**src/inc/tbp_pkg.sv**
```systemverilog
/*
 * Shared constants and types for the TDM backplane port.
 * Assumes a 20 MHz system clock and a Wishbone classic register bus.
 */
package tbp_pkg;
    // Register byte offsets
    localparam logic [7:0] TBP_OFS_GLOBAL = 8'h00;
    localparam logic [7:0] TBP_OFS_TXCFG  = 8'h04;
    localparam logic [7:0] TBP_OFS_RXCFG  = 8'h08;
    localparam logic [7:0] TBP_OFS_STATUS = 8'h0C;
    // Field positions inside a direction config word
    localparam int TBP_F_RATE  = 0;
    localparam int TBP_F_FE    = 2;
    localparam int TBP_F_DE    = 3;
    localparam int TBP_F_CMS   = 4;
    localparam int TBP_F_MAP   = 5;
    localparam int TBP_F_BOEN  = 6;
    localparam int TBP_F_BOFF  = 8;
    localparam int TBP_F_TSOFF = 16;
    // Reset values
    localparam logic [31:0] TBP_CFG_RST = 32'h0000_0000;
    // Rate codes
    localparam logic [1:0] TBP_RATE_1M5 = 2'h0;
    localparam logic [1:0] TBP_RATE_2M0 = 2'h1;
    localparam logic [1:0] TBP_RATE_4M0 = 2'h2;
    localparam logic [1:0] TBP_RATE_8M1 = 2'h3;
    // Bit-offset edge counts for code 0, single and double clock
    localparam logic [4:0] TBP_TX_EDGE_BASE_1X = 5'h04;
    localparam logic [4:0] TBP_TX_EDGE_BASE_2X = 5'h09;
    localparam logic [4:0] TBP_RX_EDGE_BASE_1X = 5'h03;
    localparam logic [4:0] TBP_RX_EDGE_BASE_2X = 5'h06;
    localparam logic [4:0] TBP_EDGE_STEP       = 5'h02;
    // Frame geometry
    localparam logic [6:0] TBP_T1_CHANNELS = 7'h18;
    localparam logic [6:0] TBP_SLOTS_2M    = 7'h20;

    // Decoded per-direction configuration
    typedef struct packed {
        logic [6:0] tsoff;
        logic [2:0] boff;
        logic       boen;
        logic       map;
        logic       double_clock_sel;
        logic       de;
        logic       fe;
        logic [1:0] rate;
    } tbp_cfg_type;
endpackage

```
**src/hdl/tbp_port.sv**
```systemverilog
/*
 * TDM backplane port: transmit and receive serializers with edge
 * selection, double clock, slot interleave, T1 mapping and bit offset.
 * Assumes backplane clocks far slower than clk (oversampled here).
 */
// Decided for this implementation: the address map and the Wishbone interface to the registers.
`timescale 1ns/1ps
module tbp_port
    import tbp_pkg::*;
(
    // System
    input  wire logic        clk,
    input  wire logic        rstn,
    // Wishbone classic slave
    input  wire logic        wb_cyc_i,
    input  wire logic        wb_stb_i,
    input  wire logic        wb_we_i,
    input  wire logic [7:0]  wb_adr_i,
    input  wire logic [3:0]  wb_sel_i,
    input  wire logic [31:0] wb_dat_i,
    output logic      [31:0] wb_dat_o,
    output logic             wb_ack_o,
    // Transmit backplane pins
    input  wire logic        tx_bp_clock,
    input  wire logic        tx_bp_frame_pulse,
    input  wire logic        tx_bp_pcm_data,
    input  wire logic        tx_bp_signaling,
    // Receive backplane pins
    input  wire logic        rx_bp_clock,
    input  wire logic        rx_bp_frame_pulse,
    output logic             rx_bp_pcm_data,
    output logic             rx_bp_signaling,
    // Byte streams to and from the framers
    output logic      [7:0]  tx_byte,
    output logic             tx_byte_valid,
    output logic             tx_fbit,
    output logic      [4:0]  tx_chan,
    input  wire logic [7:0]  rx_byte,
    input  wire logic        rx_fbit_in
);
    // Reset release synchroniser
    logic [1:0] rst_sync_q;
    logic       rst_n;
    always_ff @(posedge clk or negedge rstn) begin
        if (!rstn) rst_sync_q <= 2'h0;
        else rst_sync_q <= {rst_sync_q[0], 1'b1};
    end
    assign rst_n = rst_sync_q[1];

    // Pin synchronisers, two flops each
    logic [5:0] pin_s1_q;
    logic [5:0] pin_s2_q;
    logic [1:0] clk_old_q;       // Previous synced clock levels
    always_ff @(posedge clk or negedge rst_n) begin
        if (!rst_n) begin
            pin_s1_q  <= 6'h00;
            pin_s2_q  <= 6'h00;
            clk_old_q <= 2'h0;
        end else begin
            pin_s1_q  <= {rx_bp_frame_pulse, rx_bp_clock, tx_bp_signaling,
                          tx_bp_pcm_data, tx_bp_frame_pulse, tx_bp_clock};
            pin_s2_q  <= pin_s1_q;
            clk_old_q <= {pin_s2_q[4], pin_s2_q[0]};
        end
    end
    logic t_rise, t_fall, r_rise, r_fall;
    assign t_rise = pin_s2_q[0] & ~clk_old_q[0];
    assign t_fall = ~pin_s2_q[0] & clk_old_q[0];
    assign r_rise = pin_s2_q[4] & ~clk_old_q[1];
    assign r_fall = ~pin_s2_q[4] & clk_old_q[1];

    // Registers; rate is latched on the first write after reset, other config fields on every write
    logic        e1_select_q;
    tbp_cfg_type tx_cfg_q, rx_cfg_q;
    logic [1:0]  tx_rate_q, rx_rate_q;   // Latched rate codes
    logic [1:0]  rate_set_q;             // Rate has been programmed
    logic [1:0]  tx_rate_d, rx_rate_d;
    logic [6:0]  rx_slot_q;              // Receive slot counter
    logic        tx_lock_q;              // Has seen a frame pulse

    // Decode a config word into its fields
    function automatic tbp_cfg_type unpack_cfg(input logic [31:0] w);
        tbp_cfg_type c;
        c.rate  = w[TBP_F_RATE +: 2];
        c.fe    = w[TBP_F_FE];
        c.de    = w[TBP_F_DE];
        c.double_clock_sel   = w[TBP_F_CMS];
        c.map   = w[TBP_F_MAP];
        c.boen  = w[TBP_F_BOEN];
        c.boff  = w[TBP_F_BOFF +: 3];
        c.tsoff = w[TBP_F_TSOFF +: 7];
        return c;
    endfunction

    // Encode a config back into a word
    function automatic logic [31:0] pack_cfg(input tbp_cfg_type c, input logic [1:0] r);
        logic [31:0] w;
        w = 32'h0000_0000;
        w[TBP_F_RATE +: 2]  = r;
        w[TBP_F_FE]         = c.fe;
        w[TBP_F_DE]         = c.de;
        w[TBP_F_CMS]        = c.double_clock_sel;
        w[TBP_F_MAP]        = c.map;
        w[TBP_F_BOEN]       = c.boen;
        w[TBP_F_BOFF +: 3]  = c.boff;
        w[TBP_F_TSOFF +: 7] = c.tsoff;
        return w;
    endfunction

    logic wb_hit;
    assign wb_hit = wb_cyc_i & wb_stb_i & ~wb_ack_o;
    tbp_cfg_type wr_cfg;
    assign wr_cfg = unpack_cfg(wb_dat_i);

    // Rate field: first write after reset sticks
    // rate locked until reset
    always_comb begin
        tx_rate_d = tx_rate_q;
        rx_rate_d = rx_rate_q;
        if (wb_hit && wb_we_i && wb_sel_i[0]) begin
            if (wb_adr_i == TBP_OFS_TXCFG && !rate_set_q[0]) tx_rate_d = wr_cfg.rate;
            if (wb_adr_i == TBP_OFS_RXCFG && !rate_set_q[1]) rx_rate_d = wr_cfg.rate;
        end
    end

    // Register writes, single-cycle ack
    always_ff @(posedge clk or negedge rst_n) begin
        if (!rst_n) begin
            e1_select_q <= 1'b0;
            tx_cfg_q    <= tbp_cfg_type'(TBP_CFG_RST[16:0]);
            rx_cfg_q    <= tbp_cfg_type'(TBP_CFG_RST[16:0]);
            tx_rate_q   <= TBP_RATE_1M5;
            rx_rate_q   <= TBP_RATE_1M5;
            rate_set_q  <= 2'h0;
            wb_ack_o    <= 1'b0;
        end else begin
            wb_ack_o  <= wb_hit;
            tx_rate_q <= tx_rate_d;
            rx_rate_q <= rx_rate_d;
            if (wb_hit && wb_we_i && wb_sel_i[0]) begin
                if (wb_adr_i == TBP_OFS_GLOBAL) begin
                    e1_select_q <= wb_dat_i[0];
                end else if (wb_adr_i == TBP_OFS_TXCFG) begin
                    tx_cfg_q      <= wr_cfg;
                    rate_set_q[0] <= 1'b1;
                end else if (wb_adr_i == TBP_OFS_RXCFG) begin
                    rx_cfg_q      <= wr_cfg;
                    rate_set_q[1] <= 1'b1;
                end
            end
        end
    end

    // Read mux; unmapped reads give zero
    always_ff @(posedge clk or negedge rst_n) begin
        if (!rst_n) wb_dat_o <= 32'h0000_0000;
        else if (wb_hit && !wb_we_i) begin
            if (wb_adr_i == TBP_OFS_GLOBAL) wb_dat_o <= {31'h0, e1_select_q};
            else if (wb_adr_i == TBP_OFS_TXCFG) wb_dat_o <= pack_cfg(tx_cfg_q, tx_rate_q);
            else if (wb_adr_i == TBP_OFS_RXCFG) wb_dat_o <= pack_cfg(rx_cfg_q, rx_rate_q);
            else if (wb_adr_i == TBP_OFS_STATUS) wb_dat_o <= {24'h0, rx_slot_q[6:0], tx_lock_q};
            else wb_dat_o <= 32'h0000_0000;
        end
    end

    // Edge count between pulse and first bit
    // offset code drives edge count
    function automatic logic [4:0] edge_count(input logic double_clock_sel, input logic [2:0] code,
                                              input logic [4:0] b1, input logic [4:0] b2);
        logic [4:0] step;
        // Same step per code at either clock rate; only the base differs
        step = TBP_EDGE_STEP;
        return (double_clock_sel ? b2 : b1) + 5'(code * step);
    endfunction

    // Slots per frame minus one from rate: 24 (T1 at 1.5M), 32/64/128
    function automatic logic [6:0] slot_max(input logic [1:0] rate, input logic e1);
        if (rate == TBP_RATE_1M5 && !e1) return 7'(TBP_T1_CHANNELS - 7'h01);
        if (rate == TBP_RATE_4M0) return 7'h3F;
        if (rate == TBP_RATE_8M1) return 7'h7F;
        return 7'(TBP_SLOTS_2M - 7'h01);
    endfunction

    // Map a wire slot to a channel; bit 5 set means unused
    // interleave lane selects our byte
    function automatic logic [5:0] chan_map(input logic [6:0] slot, input tbp_cfg_type c,
                                            input logic [1:0] rate, input logic e1);
        logic [6:0] s;
        logic [1:0] lanes;
        s     = slot - c.tsoff;
        lanes = (rate == TBP_RATE_8M1) ? 2'h3 : (rate == TBP_RATE_4M0) ? 2'h1 : 2'h0;
        if ((s[1:0] & lanes) != 2'h0) return 6'h20;
        s = (rate == TBP_RATE_8M1) ? {2'h0, s[6:2]} : (rate == TBP_RATE_4M0) ? {1'b0, s[6:1]} : s;
        if (e1 || rate == TBP_RATE_1M5) return {1'b0, s[4:0]};
        if (c.map) return (s[4:0] < TBP_T1_CHANNELS[4:0]) ? {1'b0, s[4:0]} : 6'h20;
        if (s[1:0] == 2'h0) return 6'h20;
        return {1'b0, 5'(s[4:2] * 3'h3 + {1'b0, s[1:0]} - 5'h01)};
    endfunction

    // Transmit: pick edges for frame pulse and data
    // tx edge selection
    logic t_fp_edge, t_d_edge, t_half;
    assign t_fp_edge = tx_cfg_q.fe ? t_rise : t_fall;
    assign t_d_edge  = tx_cfg_q.de ? t_rise : t_fall;
    logic [4:0] tx_wait_q;     // Edges left before first data bit
    logic [1:0] tx_half_q;     // Clock periods within a bit
    logic [2:0] tx_bit_q;
    logic [6:0] tx_slot_q;
    logic [7:0] tx_sh_q;
    logic       tx_reload;     // Frame pulse accepted this cycle
    logic       tx_take;       // Data bit sampled this cycle
    logic [2:0] tx_tbit;       // Bit index being sampled
    logic [6:0] tx_tslot;      // Slot index being sampled
    logic [5:0] tx_ch;
    assign t_half    = ~tx_cfg_q.double_clock_sel | tx_half_q[0];
    assign tx_reload = t_fp_edge & pin_s2_q[1];
    // equal edges: bit 0 rides the pulse edge
    assign tx_take   = tx_reload ? (t_d_edge & ~tx_cfg_q.boen)
                     : (t_d_edge & (tx_wait_q == 5'h00) & t_half & tx_lock_q);
    assign tx_tbit   = tx_reload ? 3'h0 : tx_bit_q;
    assign tx_tslot  = tx_reload ? 7'h00 : tx_slot_q;
    assign tx_ch     = chan_map(tx_tslot, tx_cfg_q, tx_rate_q, e1_select_q);

    // Transmit bit and slot counters
    // reload on every frame pulse
    always_ff @(posedge clk or negedge rst_n) begin
        if (!rst_n) begin
            tx_wait_q <= 5'h00;
            tx_half_q <= 2'h0;
            tx_bit_q  <= 3'h0;
            tx_slot_q <= 7'h00;
            tx_lock_q <= 1'b0;
        end else if (tx_reload) begin
            // edge delay; the last edge itself samples
            tx_wait_q <= tx_cfg_q.boen ? 5'(edge_count(tx_cfg_q.double_clock_sel, tx_cfg_q.boff,
                         TBP_TX_EDGE_BASE_1X, TBP_TX_EDGE_BASE_2X) - 5'h01) : 5'h00;
            // Double clock: first data edge after a wait samples at once
            tx_half_q <= tx_take ? 2'h0 : {1'b0, tx_cfg_q.double_clock_sel};
            tx_bit_q  <= tx_take ? 3'h1 : 3'h0;
            tx_slot_q <= 7'h00;
            tx_lock_q <= 1'b1;
        end else if ((t_rise || t_fall) && tx_wait_q != 5'h00) begin
            tx_wait_q <= tx_wait_q - 5'h01;
        end else if (t_d_edge && tx_wait_q == 5'h00) begin
            // double clock holds each bit two periods
            tx_half_q <= {1'b0, ~tx_half_q[0] & tx_cfg_q.double_clock_sel};
            if (t_half) begin
                tx_bit_q <= tx_bit_q + 3'h1;
                if (tx_bit_q == 3'h7)
                    tx_slot_q <= (tx_slot_q == slot_max(tx_rate_q, e1_select_q)) ?
                                 7'h00 : tx_slot_q + 7'h01;
            end
        end
    end

    // Transmit shifter, bit 0 first; F-bit capture
    // first wire bit lands in bit 0
    always_ff @(posedge clk or negedge rst_n) begin
        if (!rst_n) begin
            tx_sh_q       <= 8'h00;
            tx_byte       <= 8'h00;
            tx_byte_valid <= 1'b0;
            tx_fbit       <= 1'b0;
            tx_chan       <= 5'h00;
        end else begin
            tx_byte_valid <= 1'b0;
            if (tx_take) begin
                tx_sh_q <= {pin_s2_q[2], tx_sh_q[7:1]};
                if (!e1_select_q && tx_rate_q != TBP_RATE_1M5 && tx_cfg_q.map
                    && tx_tslot == 7'(slot_max(tx_rate_q, 1'b1)) && tx_tbit == 3'h7)
                    tx_fbit <= pin_s2_q[2];
                else if (!e1_select_q && tx_tslot == 7'h00 && tx_tbit == 3'h0
                         && (tx_rate_q == TBP_RATE_1M5 || !tx_cfg_q.map))
                    tx_fbit <= pin_s2_q[2];
                if (tx_tbit == 3'h7 && !tx_ch[5]) begin
                    tx_byte       <= {pin_s2_q[2], tx_sh_q[7:1]};
                    tx_byte_valid <= 1'b1;
                    tx_chan       <= tx_ch[4:0];
                end
            end
        end
    end

    // Receive: frame sampled on fe, data updated on de
    // rx edge selection
    logic r_fp_edge, r_d_edge, r_half;
    assign r_fp_edge = rx_cfg_q.fe ? r_rise : r_fall;
    assign r_d_edge  = rx_cfg_q.de ? r_rise : r_fall;
    logic [4:0] rx_wait_q;
    logic [1:0] rx_half_q;
    logic [2:0] rx_bit_q;
    assign r_half = ~rx_cfg_q.double_clock_sel | rx_half_q[0];

    // Serial value for a slot and bit; unused slots give 1
    // F-bit in slot 0 bit 0, else data LSB first
    function automatic logic rx_out(input logic [6:0] slot, input logic [2:0] b);
        logic [5:0] ch;
        ch = chan_map(slot, rx_cfg_q, rx_rate_q, e1_select_q);
        if (!e1_select_q && slot == 7'h00 && b == 3'h0
            && (rx_rate_q == TBP_RATE_1M5 || !rx_cfg_q.map))
            return rx_fbit_in;
        return ch[5] ? 1'b1 : rx_byte[b];
    endfunction

    // Receive counters and serial output
    // reload and offset delay
    always_ff @(posedge clk or negedge rst_n) begin
        if (!rst_n) begin
            rx_wait_q       <= 5'h00;
            rx_half_q       <= 2'h0;
            rx_bit_q        <= 3'h0;
            rx_slot_q       <= 7'h00;
            rx_bp_pcm_data  <= 1'b0;
            rx_bp_signaling <= 1'b0;
        end else if (r_fp_edge && pin_s2_q[5]) begin
            rx_wait_q <= rx_cfg_q.boen ? 5'(edge_count(rx_cfg_q.double_clock_sel, rx_cfg_q.boff,
                         TBP_RX_EDGE_BASE_1X, TBP_RX_EDGE_BASE_2X) - 5'h01) : 5'h00;
            rx_slot_q <= 7'h00;
            if (r_d_edge && !rx_cfg_q.boen) begin
                // bit 0 leaves on the pulse edge itself
                rx_half_q       <= 2'h0;
                rx_bit_q        <= 3'h1;
                rx_bp_pcm_data  <= rx_out(7'h00, 3'h0);
                rx_bp_signaling <= 1'b0;
            end else begin
                // Double clock: first data edge after a wait updates
                rx_half_q <= {1'b0, rx_cfg_q.double_clock_sel};
                rx_bit_q  <= 3'h0;
            end
        end else if ((r_rise || r_fall) && rx_wait_q != 5'h00) begin
            rx_wait_q <= rx_wait_q - 5'h01;
        end else if (r_d_edge && rx_wait_q == 5'h00) begin
            rx_half_q <= {1'b0, ~rx_half_q[0] & rx_cfg_q.double_clock_sel};
            if (r_half) begin
                rx_bp_pcm_data <= rx_out(rx_slot_q, rx_bit_q);
                rx_bp_signaling <= 1'b0;
                rx_bit_q <= rx_bit_q + 3'h1;
                if (rx_bit_q == 3'h7)
                    rx_slot_q <= (rx_slot_q == slot_max(rx_rate_q, e1_select_q)) ?
                                 7'h00 : rx_slot_q + 7'h01;
            end
        end
    end

    // Checks
    AST_ACK_ONE: assert property (@(posedge clk) disable iff (!rst_n)
        wb_ack_o |=> !wb_ack_o) else $error("ack held two cycles");
    AST_RATE_LOCK: assert property (@(posedge clk) disable iff (!rst_n)
        rate_set_q[0] && $stable(rate_set_q[0]) |=> $stable(tx_rate_q))
        else $error("tx rate changed without reset");
    AST_TX_RELOAD: assert property (@(posedge clk) disable iff (!rst_n)
        tx_reload |=> tx_slot_q == 7'h00
        && tx_bit_q == ($past(tx_take) ? 3'h1 : 3'h0))
        else $error("tx counters not reloaded");
    AST_TX_OFF: assert property (@(posedge clk) disable iff (!rst_n)
        t_fp_edge && pin_s2_q[1] && tx_cfg_q.boen && !tx_cfg_q.double_clock_sel && tx_cfg_q.boff == 3'h0
        |=> tx_wait_q == 5'h03) else $error("tx offset not four edges");
    AST_TX_OFF2: assert property (@(posedge clk) disable iff (!rst_n)
        t_fp_edge && pin_s2_q[1] && tx_cfg_q.boen && tx_cfg_q.double_clock_sel && tx_cfg_q.boff == 3'h1
        |=> tx_wait_q == 5'h0A) else $error("tx offset code one wrong");
    AST_RX_RELOAD: assert property (@(posedge clk) disable iff (!rst_n)
        r_fp_edge && pin_s2_q[5] |=> rx_slot_q == 7'h00
        && rx_bit_q == ($past(r_d_edge && !rx_cfg_q.boen) ? 3'h1 : 3'h0))
        else $error("rx counters not reloaded");
    AST_RX_OFF: assert property (@(posedge clk) disable iff (!rst_n)
        r_fp_edge && pin_s2_q[5] && rx_cfg_q.boen && !rx_cfg_q.double_clock_sel && rx_cfg_q.boff == 3'h0
        |=> rx_wait_q == 5'h02) else $error("rx offset not three edges");
    AST_SLOT_RANGE: assert property (@(posedge clk) disable iff (!rst_n)
        tx_slot_q <= slot_max(tx_rate_q, e1_select_q)) else $error("tx slot overrun");
    COV_TX_BYTE: cover property (@(posedge clk) disable iff (!rst_n) tx_byte_valid);
    COV_TX_BOFF: cover property (@(posedge clk) disable iff (!rst_n) tx_wait_q == 5'h01);
    COV_RX_WRAP: cover property (@(posedge clk) disable iff (!rst_n)
        rx_slot_q == 7'h7F ##1 rx_slot_q == 7'h00);
endmodule

```
**config.mk**
```make
export PLATFORM = sky130hd
export DESIGN_NAME = tbp_port
export DESIGN_NICKNAME = d
export VERILOG_FILES = /design/src/inc/tbp_pkg.sv /design/src/hdl/tbp_port.sv
export SDC_FILE = /design/constraint.sdc
export NUM_CORES = 1
export LEC_CHECK = 0
export BUFFER_PORTS_ARGS = -buffer_cell sky130_fd_sc_hd__buf_4
export CORE_MARGIN = 2
export CORE_UTILIZATION = 52
export DETAILED_ROUTE_END_ITERATION = 10
export GPL_TIMING_DRIVEN = 1
export PLACE_DENSITY = 0.77
export SLEW_MARGIN = 40
export SYNTH_ARGS = -nofsm -noshare
export SYNTH_HDL_FRONTEND = slang
export SYNTH_SLANG_ARGS = --single-unit
```
**constraint.sdc**
```tcl
create_clock -name clk -period 3.8 [get_ports clk]
set_input_delay 0.76 -clock clk [delete_from_list [all_inputs] [get_ports clk]]
set_output_delay 0.76 -clock clk [all_outputs]
set_load 0.005 [all_outputs]
```
### Word-level counts from Yosys, hierarchy flattened

Cells that the tools add are included.

* bits in read-only memories: 0
* input port bits: 64
* memories: 0
* bits in latches: 0
* bits in writable memories: 0
* logic and storage cells: 439
* flip-flop bits (word level): 144

* reductions and logical operators: 80
* div/mod/pow operators: 0
* bitwise operators: 30
* $add $sub $neg: 19
* $lt $le $gt $ge: 4
* shifts and indexed selects: 0
* multiply operators: 3
* multiplexer cells: 246
* eq/ne operators: 16

Operator list (number)
* $mux W7: 40
* $mux W6: 33
* $mux W1: 143
* $mux W23: 3
* $mux W5: 12
* $sub A5 B1 Y5 const B: 7
* $mux W3: 10
* $reduce_bool A2 Y1: 13
* $logic_and A1 B1 Y1: 25
* $eq A7 B7 Y1: 3
* $eq A8 B4 Y1 const B: 2
* $reduce_and A4 Y1: 4
* $add A5 B2 Y5: 3
* $lt A5 B5 Y1 const B: 3
* $mul A3 B2 Y5 const B: 3
* $add A7 B1 Y7 const B: 2
* $logic_not A7 Y1: 2
* $reduce_and A2 Y1: 7
* $sub A7 B7 Y7: 2
* $and A1 B1 Y1: 13
* $not A1 Y1: 12
* $logic_not A2 Y1: 5
* $logic_not A5 Y1: 2
* $reduce_bool A5 Y1: 2
* 21 further kinds: 47

### Longest topological paths before layout

* depth after elaboration: 42
* depth in mapped cells: 24

### Worst setup path after synthesis

No wires, ideal clock.

* kind: reg-to-reg
* start: register pin_s2_q[0]
* end: register tx_chan[4]
* arrival: 4.764 ns
* cell stages (with the launch flop): 24
* path slack: -1.096 ns
* path buffers: 1
* library setup time: 0.132 ns
* required time: 3.668 ns
* clock period less this slack: 4.896 ns
* cell sequence: dfrtp_1 -> inv_1 -> ha_1 -> mux2_4 -> nand2_1 -> clkbuf_1 -> and2_1 -> ha_1 -> nor2b_1 -> o31ai_1 -> o32ai_1 -> a211o_1 -> a21o_1 -> nand3_1 -> a21oi_1 -> fa_1 -> inv_1 -> ha_1 -> a21o_1 -> a21oi_1 -> xor2_1 -> nor3_1 -> a21oi_1 -> o41ai_2

* longest elaborated chain between the ends: 20
* elaborated cells between the ends (all ways): 40
* those cells by class: add/sub (3); mul (1); order compare (1); eq/ne (1); mux (20); bitwise (9); reduce/logical (5)

Ends and longest elaborated chain
* start, declared: line tbp_port.sv:52 `logic [5:0] pin_s2_q;`
* start signal, assigned: line tbp_port.sv:62 `pin_s2_q <= pin_s1_q;`
* branches (longest 20 deep; another with $sub A7 B7 Y7)
* end signal, assigned: line tbp_port.sv:278 `tx_chan <= tx_ch[4:0];`
* end, declared: line tbp_port.sv:37 `output logic [4:0] tx_chan,`

Several ways; the timed one is not identified. The select of a mux whose other input is x is not followed.
A chain may end at the register's enable or synchronous reset.

### Worst setup path after layout

Ends and elaborated chain as after synthesis.

==> summary.md <==
| Metric | Value |
|---|---|
| Post-DP HPWL | `13540 µm` |
| First-pass GRT wire length | `31940 µm` |
| Max Clock Skew | `0.008766 ns` |
| Critical path capture point type | `flip-flop` |
| Post-Synthesis Mean Instance Area | `9.734 µm²` |
| Routed Antenna Nets | `0` |
| Startpoint types | `flip-flop` |
| Worst slew margin | `42.55%` |
| Port Buffers | `79` |
| Hold Vio Cnt, Final | `0` |
| Worst EP required | `4.10 ns` |
| Via density | `5.808` |
| Fill count | `1068` |
| Sw Pwr | `0.001207 W` |
| Pwr/cell area | `402.7 mW/mm²` |
| Post-cts hold buffer count | `0` |
| Sw Ratio | `30.19%` |
| Largest net degree at the start of global routing | `43` |
| Asr flop ratio synth | `100.0%` |
| Core area | `0.01459 mm²` |
| Worst-path fanout max | `6` |
| Post-Synthesis Cells | `798` |
| CTS sink cnt | `126` |
| Fmax | `213.6 MHz` |
| # H-tree levels | `4` |
| Number of max-cap violations | `0` |
| CTS tree | `yes` |
| Post-synth top area share | `40.59%` |
| EDFF count, synth | `0` |
| Static leakage | `4.629 nW` |
| Final wirelength | `20180 µm` |
| Final worst slack | `-0.8816 ns` |
| Final max-slew violation count | `0` |
| Overall power | `0.004000 W` |
| Final worst path period need | `4.682 ns` |
| Peak supply drop | `0.3813 mV` |
| Post-route clock period utilization | `123.2%` |
| Non-filler instance count after layout | `1145` |
| Average wire per standard cell | `17.62 µm` |
| Starting density of the core | `53.24%` |
| RSZ-0062 raised after global routing | `yes` |
| Failing checks | `setup timing` |
| Internal power | `0.002792 W` |
| Endpoints failing setup | `14` |
| Power share of the clock group | `39.8%` |
| Ys Warns | `0` |
| Post-synth top cells | `dfrtp_1, nand2_1, o21ai_0` |
| DIE WIDTH | `126.2 µm` |
| Synth area leader | `dfrtp_1` |
| Clk pin slew, worst setup/hold paths | `0.06 ns` |
| Drt first pass iters | `5` |
| Detailed Route Iter0 Violations | `434` |
| Worst EP arrival | `4.98 ns` |
| Dominant synthesized flop cell | `dfrtp_1` |
| Skew-Pair Late Insertion Delay | `0.43 ns` |
| FP Rows | `44` |
| Initial antenna violation count | `0` |
| Vias | `6650` |
| Clk Tree Root Cell | `clkbuf_16` |
| Layout cells sized above 1 | `32.36%` |
| Status | `finished, violations left` |
| Placed insts | `1084` |
| I/O pins | `114` |
| Ant. Diodes | `0` |
| CP max stage delay | `0.55 ns` |
| Clock buffer depth | `2` |
| Combinational group share of total power | `20.2%` |
| GRT Total Usage | `25.05%` |
| Mapped cell area | `0.007767 mm²` |
| Drt drc | `0` |
| Crit-path cells | `inv_1 > ha_2 > mux2_4 > nand2_4 > and2_4 > ha_4 > nor2b_4 > o31ai_4 > o32ai_4 > a211o_1 > a21o_1 > nand3_2 > a21oi_4 > fa_1 > inv_1 > ha_1 > a21o_1 > a21oi_2 > xor2_1 > nor3_1 > a21oi_1 > o41ai_2` |
| Count leader, synth | `dfrtp_1` |
| CP max stage cell | `fa_1` |
| Largest cells by area after synthesis | `dfrtp_1, ha_1, mux2_2` |
| Setup_tns | `-7.093 ns` |
| Flop pwr share | `40.0%` |
| Num CTS Buffers | `17` |
| Die H | `126.2 µm` |
| Synth Register Bits | `126` |
| Die area | `0.01593 mm²` |
| # nets final | `1059` |
| Setup CP Type | `flip-flop to flip-flop` |
| P&R area growth vs syn | `27.88%` |
| GPL Wtd Cong | `0.8755` |
| Post-synthesis sequential area ratio | `40.59%` |
| Least-Margin Pin Slew | `0.8597 ns` |
| Number of global-route vias before repair | `6482` |
| GR Overflow Total | `0` |
| Worst hold path type | `primary input to async pin` |
| Netlist cell types | `81` |
-- worst max-delay path, delay by kind of cell (launching register included) --
kind	cells	cell delay, ns
buffers and inverters	2	0.11
xor gates and xnor gates	1	0.08
and+or+nand+nor	5	0.69
DFF	1	0.38
AOI/OAI and AO/OA	9	1.81
muxes	1	0.28
adders and majority gates	4	1.19
-- cell families after synthesis --
group	share of synthesized area, %
buffers and inverters	5.847
DFF	40.59
xor gates and xnor gates	3.270
and+or+nand+nor	14.95
muxes	11.31
adders and majority gates	8.183
other	0.09669
AOI/OAI and AO/OA	15.75
-- placed cells by master, fill, tap and decap left out, types with 5 or more instances in the layout --
| master | Yosys | final |
|---|---|---|
| buf_4 | 15 | 160 |
| dfrtp_1 | 126 | 125 |
| nand2_1 | 78 | 75 |
| o21ai_0 | 59 | 57 |
| inv_1 | 47 | 45 |
| nor2_1 | 46 | 45 |
| mux2_2 | 43 | 43 |
| ha_1 | 42 | 36 |
| a21oi_1 | 31 | 28 |
| nand3_1 | 28 | 25 |
| xnor2_1 | 20 | 19 |
| a22oi_1 | 17 | 17 |
| clkbuf_16 | 0 | 17 |
| conb_1 | 2 | 16 |
| nor3_1 | 14 | 13 |
| mux2i_1 | 12 | 12 |
| mux2_4 | 10 | 11 |
| nor2b_1 | 12 | 10 |
| o31ai_1 | 11 | 10 |
| nand2b_1 | 9 | 9 |
| xor2_1 | 9 | 9 |
| a21o_1 | 8 | 8 |
| inv_6 | 0 | 7 |
| o211ai_1 | 6 | 6 |
| and3_1 | 6 | 6 |
| a31oi_1 | 5 | 5 |
| o21a_1 | 5 | 5 |
| nand4_1 | 5 | 5 |
| nor4_1 | 7 | 5 |
-- metrics by stage --
| step | utilization, % | setup WS, ns | cell area, µm² | hold slack (ns) |
|---|---|---|---|---|
| 5_1_grt | 68.09 | -1.113 | 9933 | 0.09336 |
| 2_1_floorplan | - | -0.7216 | 7930 | 0.3312 |
| 4_1_cts | 66.90 | -0.6227 | 9761 | 0.08651 |
| 3_5_place_dp | 61.23 | -0.6714 | 8934 | 0.3239 |
| 6_report | 68.09 | -0.8816 | 9933 | 0.09864 |
| 3_3_place_gp | 61.10 | -0.5818 | 8914 | 0.3322 |
-- final timing paths --
path | startpoint | to | slack (ns) | depth (start not counted)
min | rstn | rst_sync_q[1] | 0.1 | 1
max in group asynchronous | rst_sync_q[1] | tx_byte_valid | 2.79 | 1
min reg2reg | rst_sync_q[1] | tx_slot_q[6] | 0.30 | 0
min in group clk | pin_s1_q[5] | pin_s2_q[5] | 0.35 | 0
max reg2reg | pin_s2_q[0] | tx_chan[4] | -0.88 | 22
max | pin_s2_q[0] | tx_chan[4] | -0.88 | 22
-- final cells by class --
class / count / area, µm² / area share (%)
multi-input combinational: 586 / 4468 / 44.98
inverter: 51 / 203.9 / 2.053
tap: 184 / 230.2 / 2.318
clock buffer: 17 / 425.4 / 4.283
clock inverter: 15 / 148.9 / 1.499
timing repair inverter: 1 / 16.27 / 0.1637
sequential: 126 / 3157 / 31.78
timing repair buffer: 165 / 1284 / 12.92
-- repair_timing --
item / 4_1_cts / 5_1_grt
pin swaps: 16 / 10
setup endpoints to repair: 14 / 14
resized for setup: 16 / 15
gates cloned: 1 / 0
buffers inserted: 20 / 8
-- power groups by stage --
stage | Clock [W] | Sequential [W] | Combinational, W
after global routing | 0.00167 | 0.00162 | 0.000902
after floorplan | 0 | 0.00159 | 0.000541
after CTS | 0.00161 | 0.00160 | 0.000783
final | 0.00159 | 0.00160 | 0.000807
after global placement | 0 | 0.00162 | 0.000718
after detailed placement | 0 | 0.00162 | 0.000751
-- sequential cells by signal, indices dropped and copies added, names as in the netlist, 2 cells and up --
| register | flops |
|---|---|
| tx_cfg_q | 15 |
| rx_wait_q | 5 |
| tx_sh_q | 7 |
| rx_bit_q | 3 |
| pin_s2_q | 5 |
| tx_slot_q | 7 |
| wb_dat_o | 18 |
| tx_chan | 5 |
| rx_slot_q | 7 |
| rate_set_q | 2 |
| rst_sync_q | 2 |
| clk_old_q | 2 |
| tx_byte | 8 |
| tx_bit_q | 3 |
| tx_rate_q | 2 |
| rx_cfg_q | 15 |
| pin_s1_q | 5 |
| rx_rate_q | 2 |
| tx_wait_q | 5 |
-- metal layers --
metal | up-vias | wire length [µm] | track usage, %
met3 | 42 | 1306 | 4.843
met2 | 247 | 9551 | 39.60
met4 | 0 | 537 | 9.761
li1 | 3111 | - | -
met5 | - | 0 | 0
met1 | 3250 | 8782 | 34.31
Power figures use the tool's default switching activity.
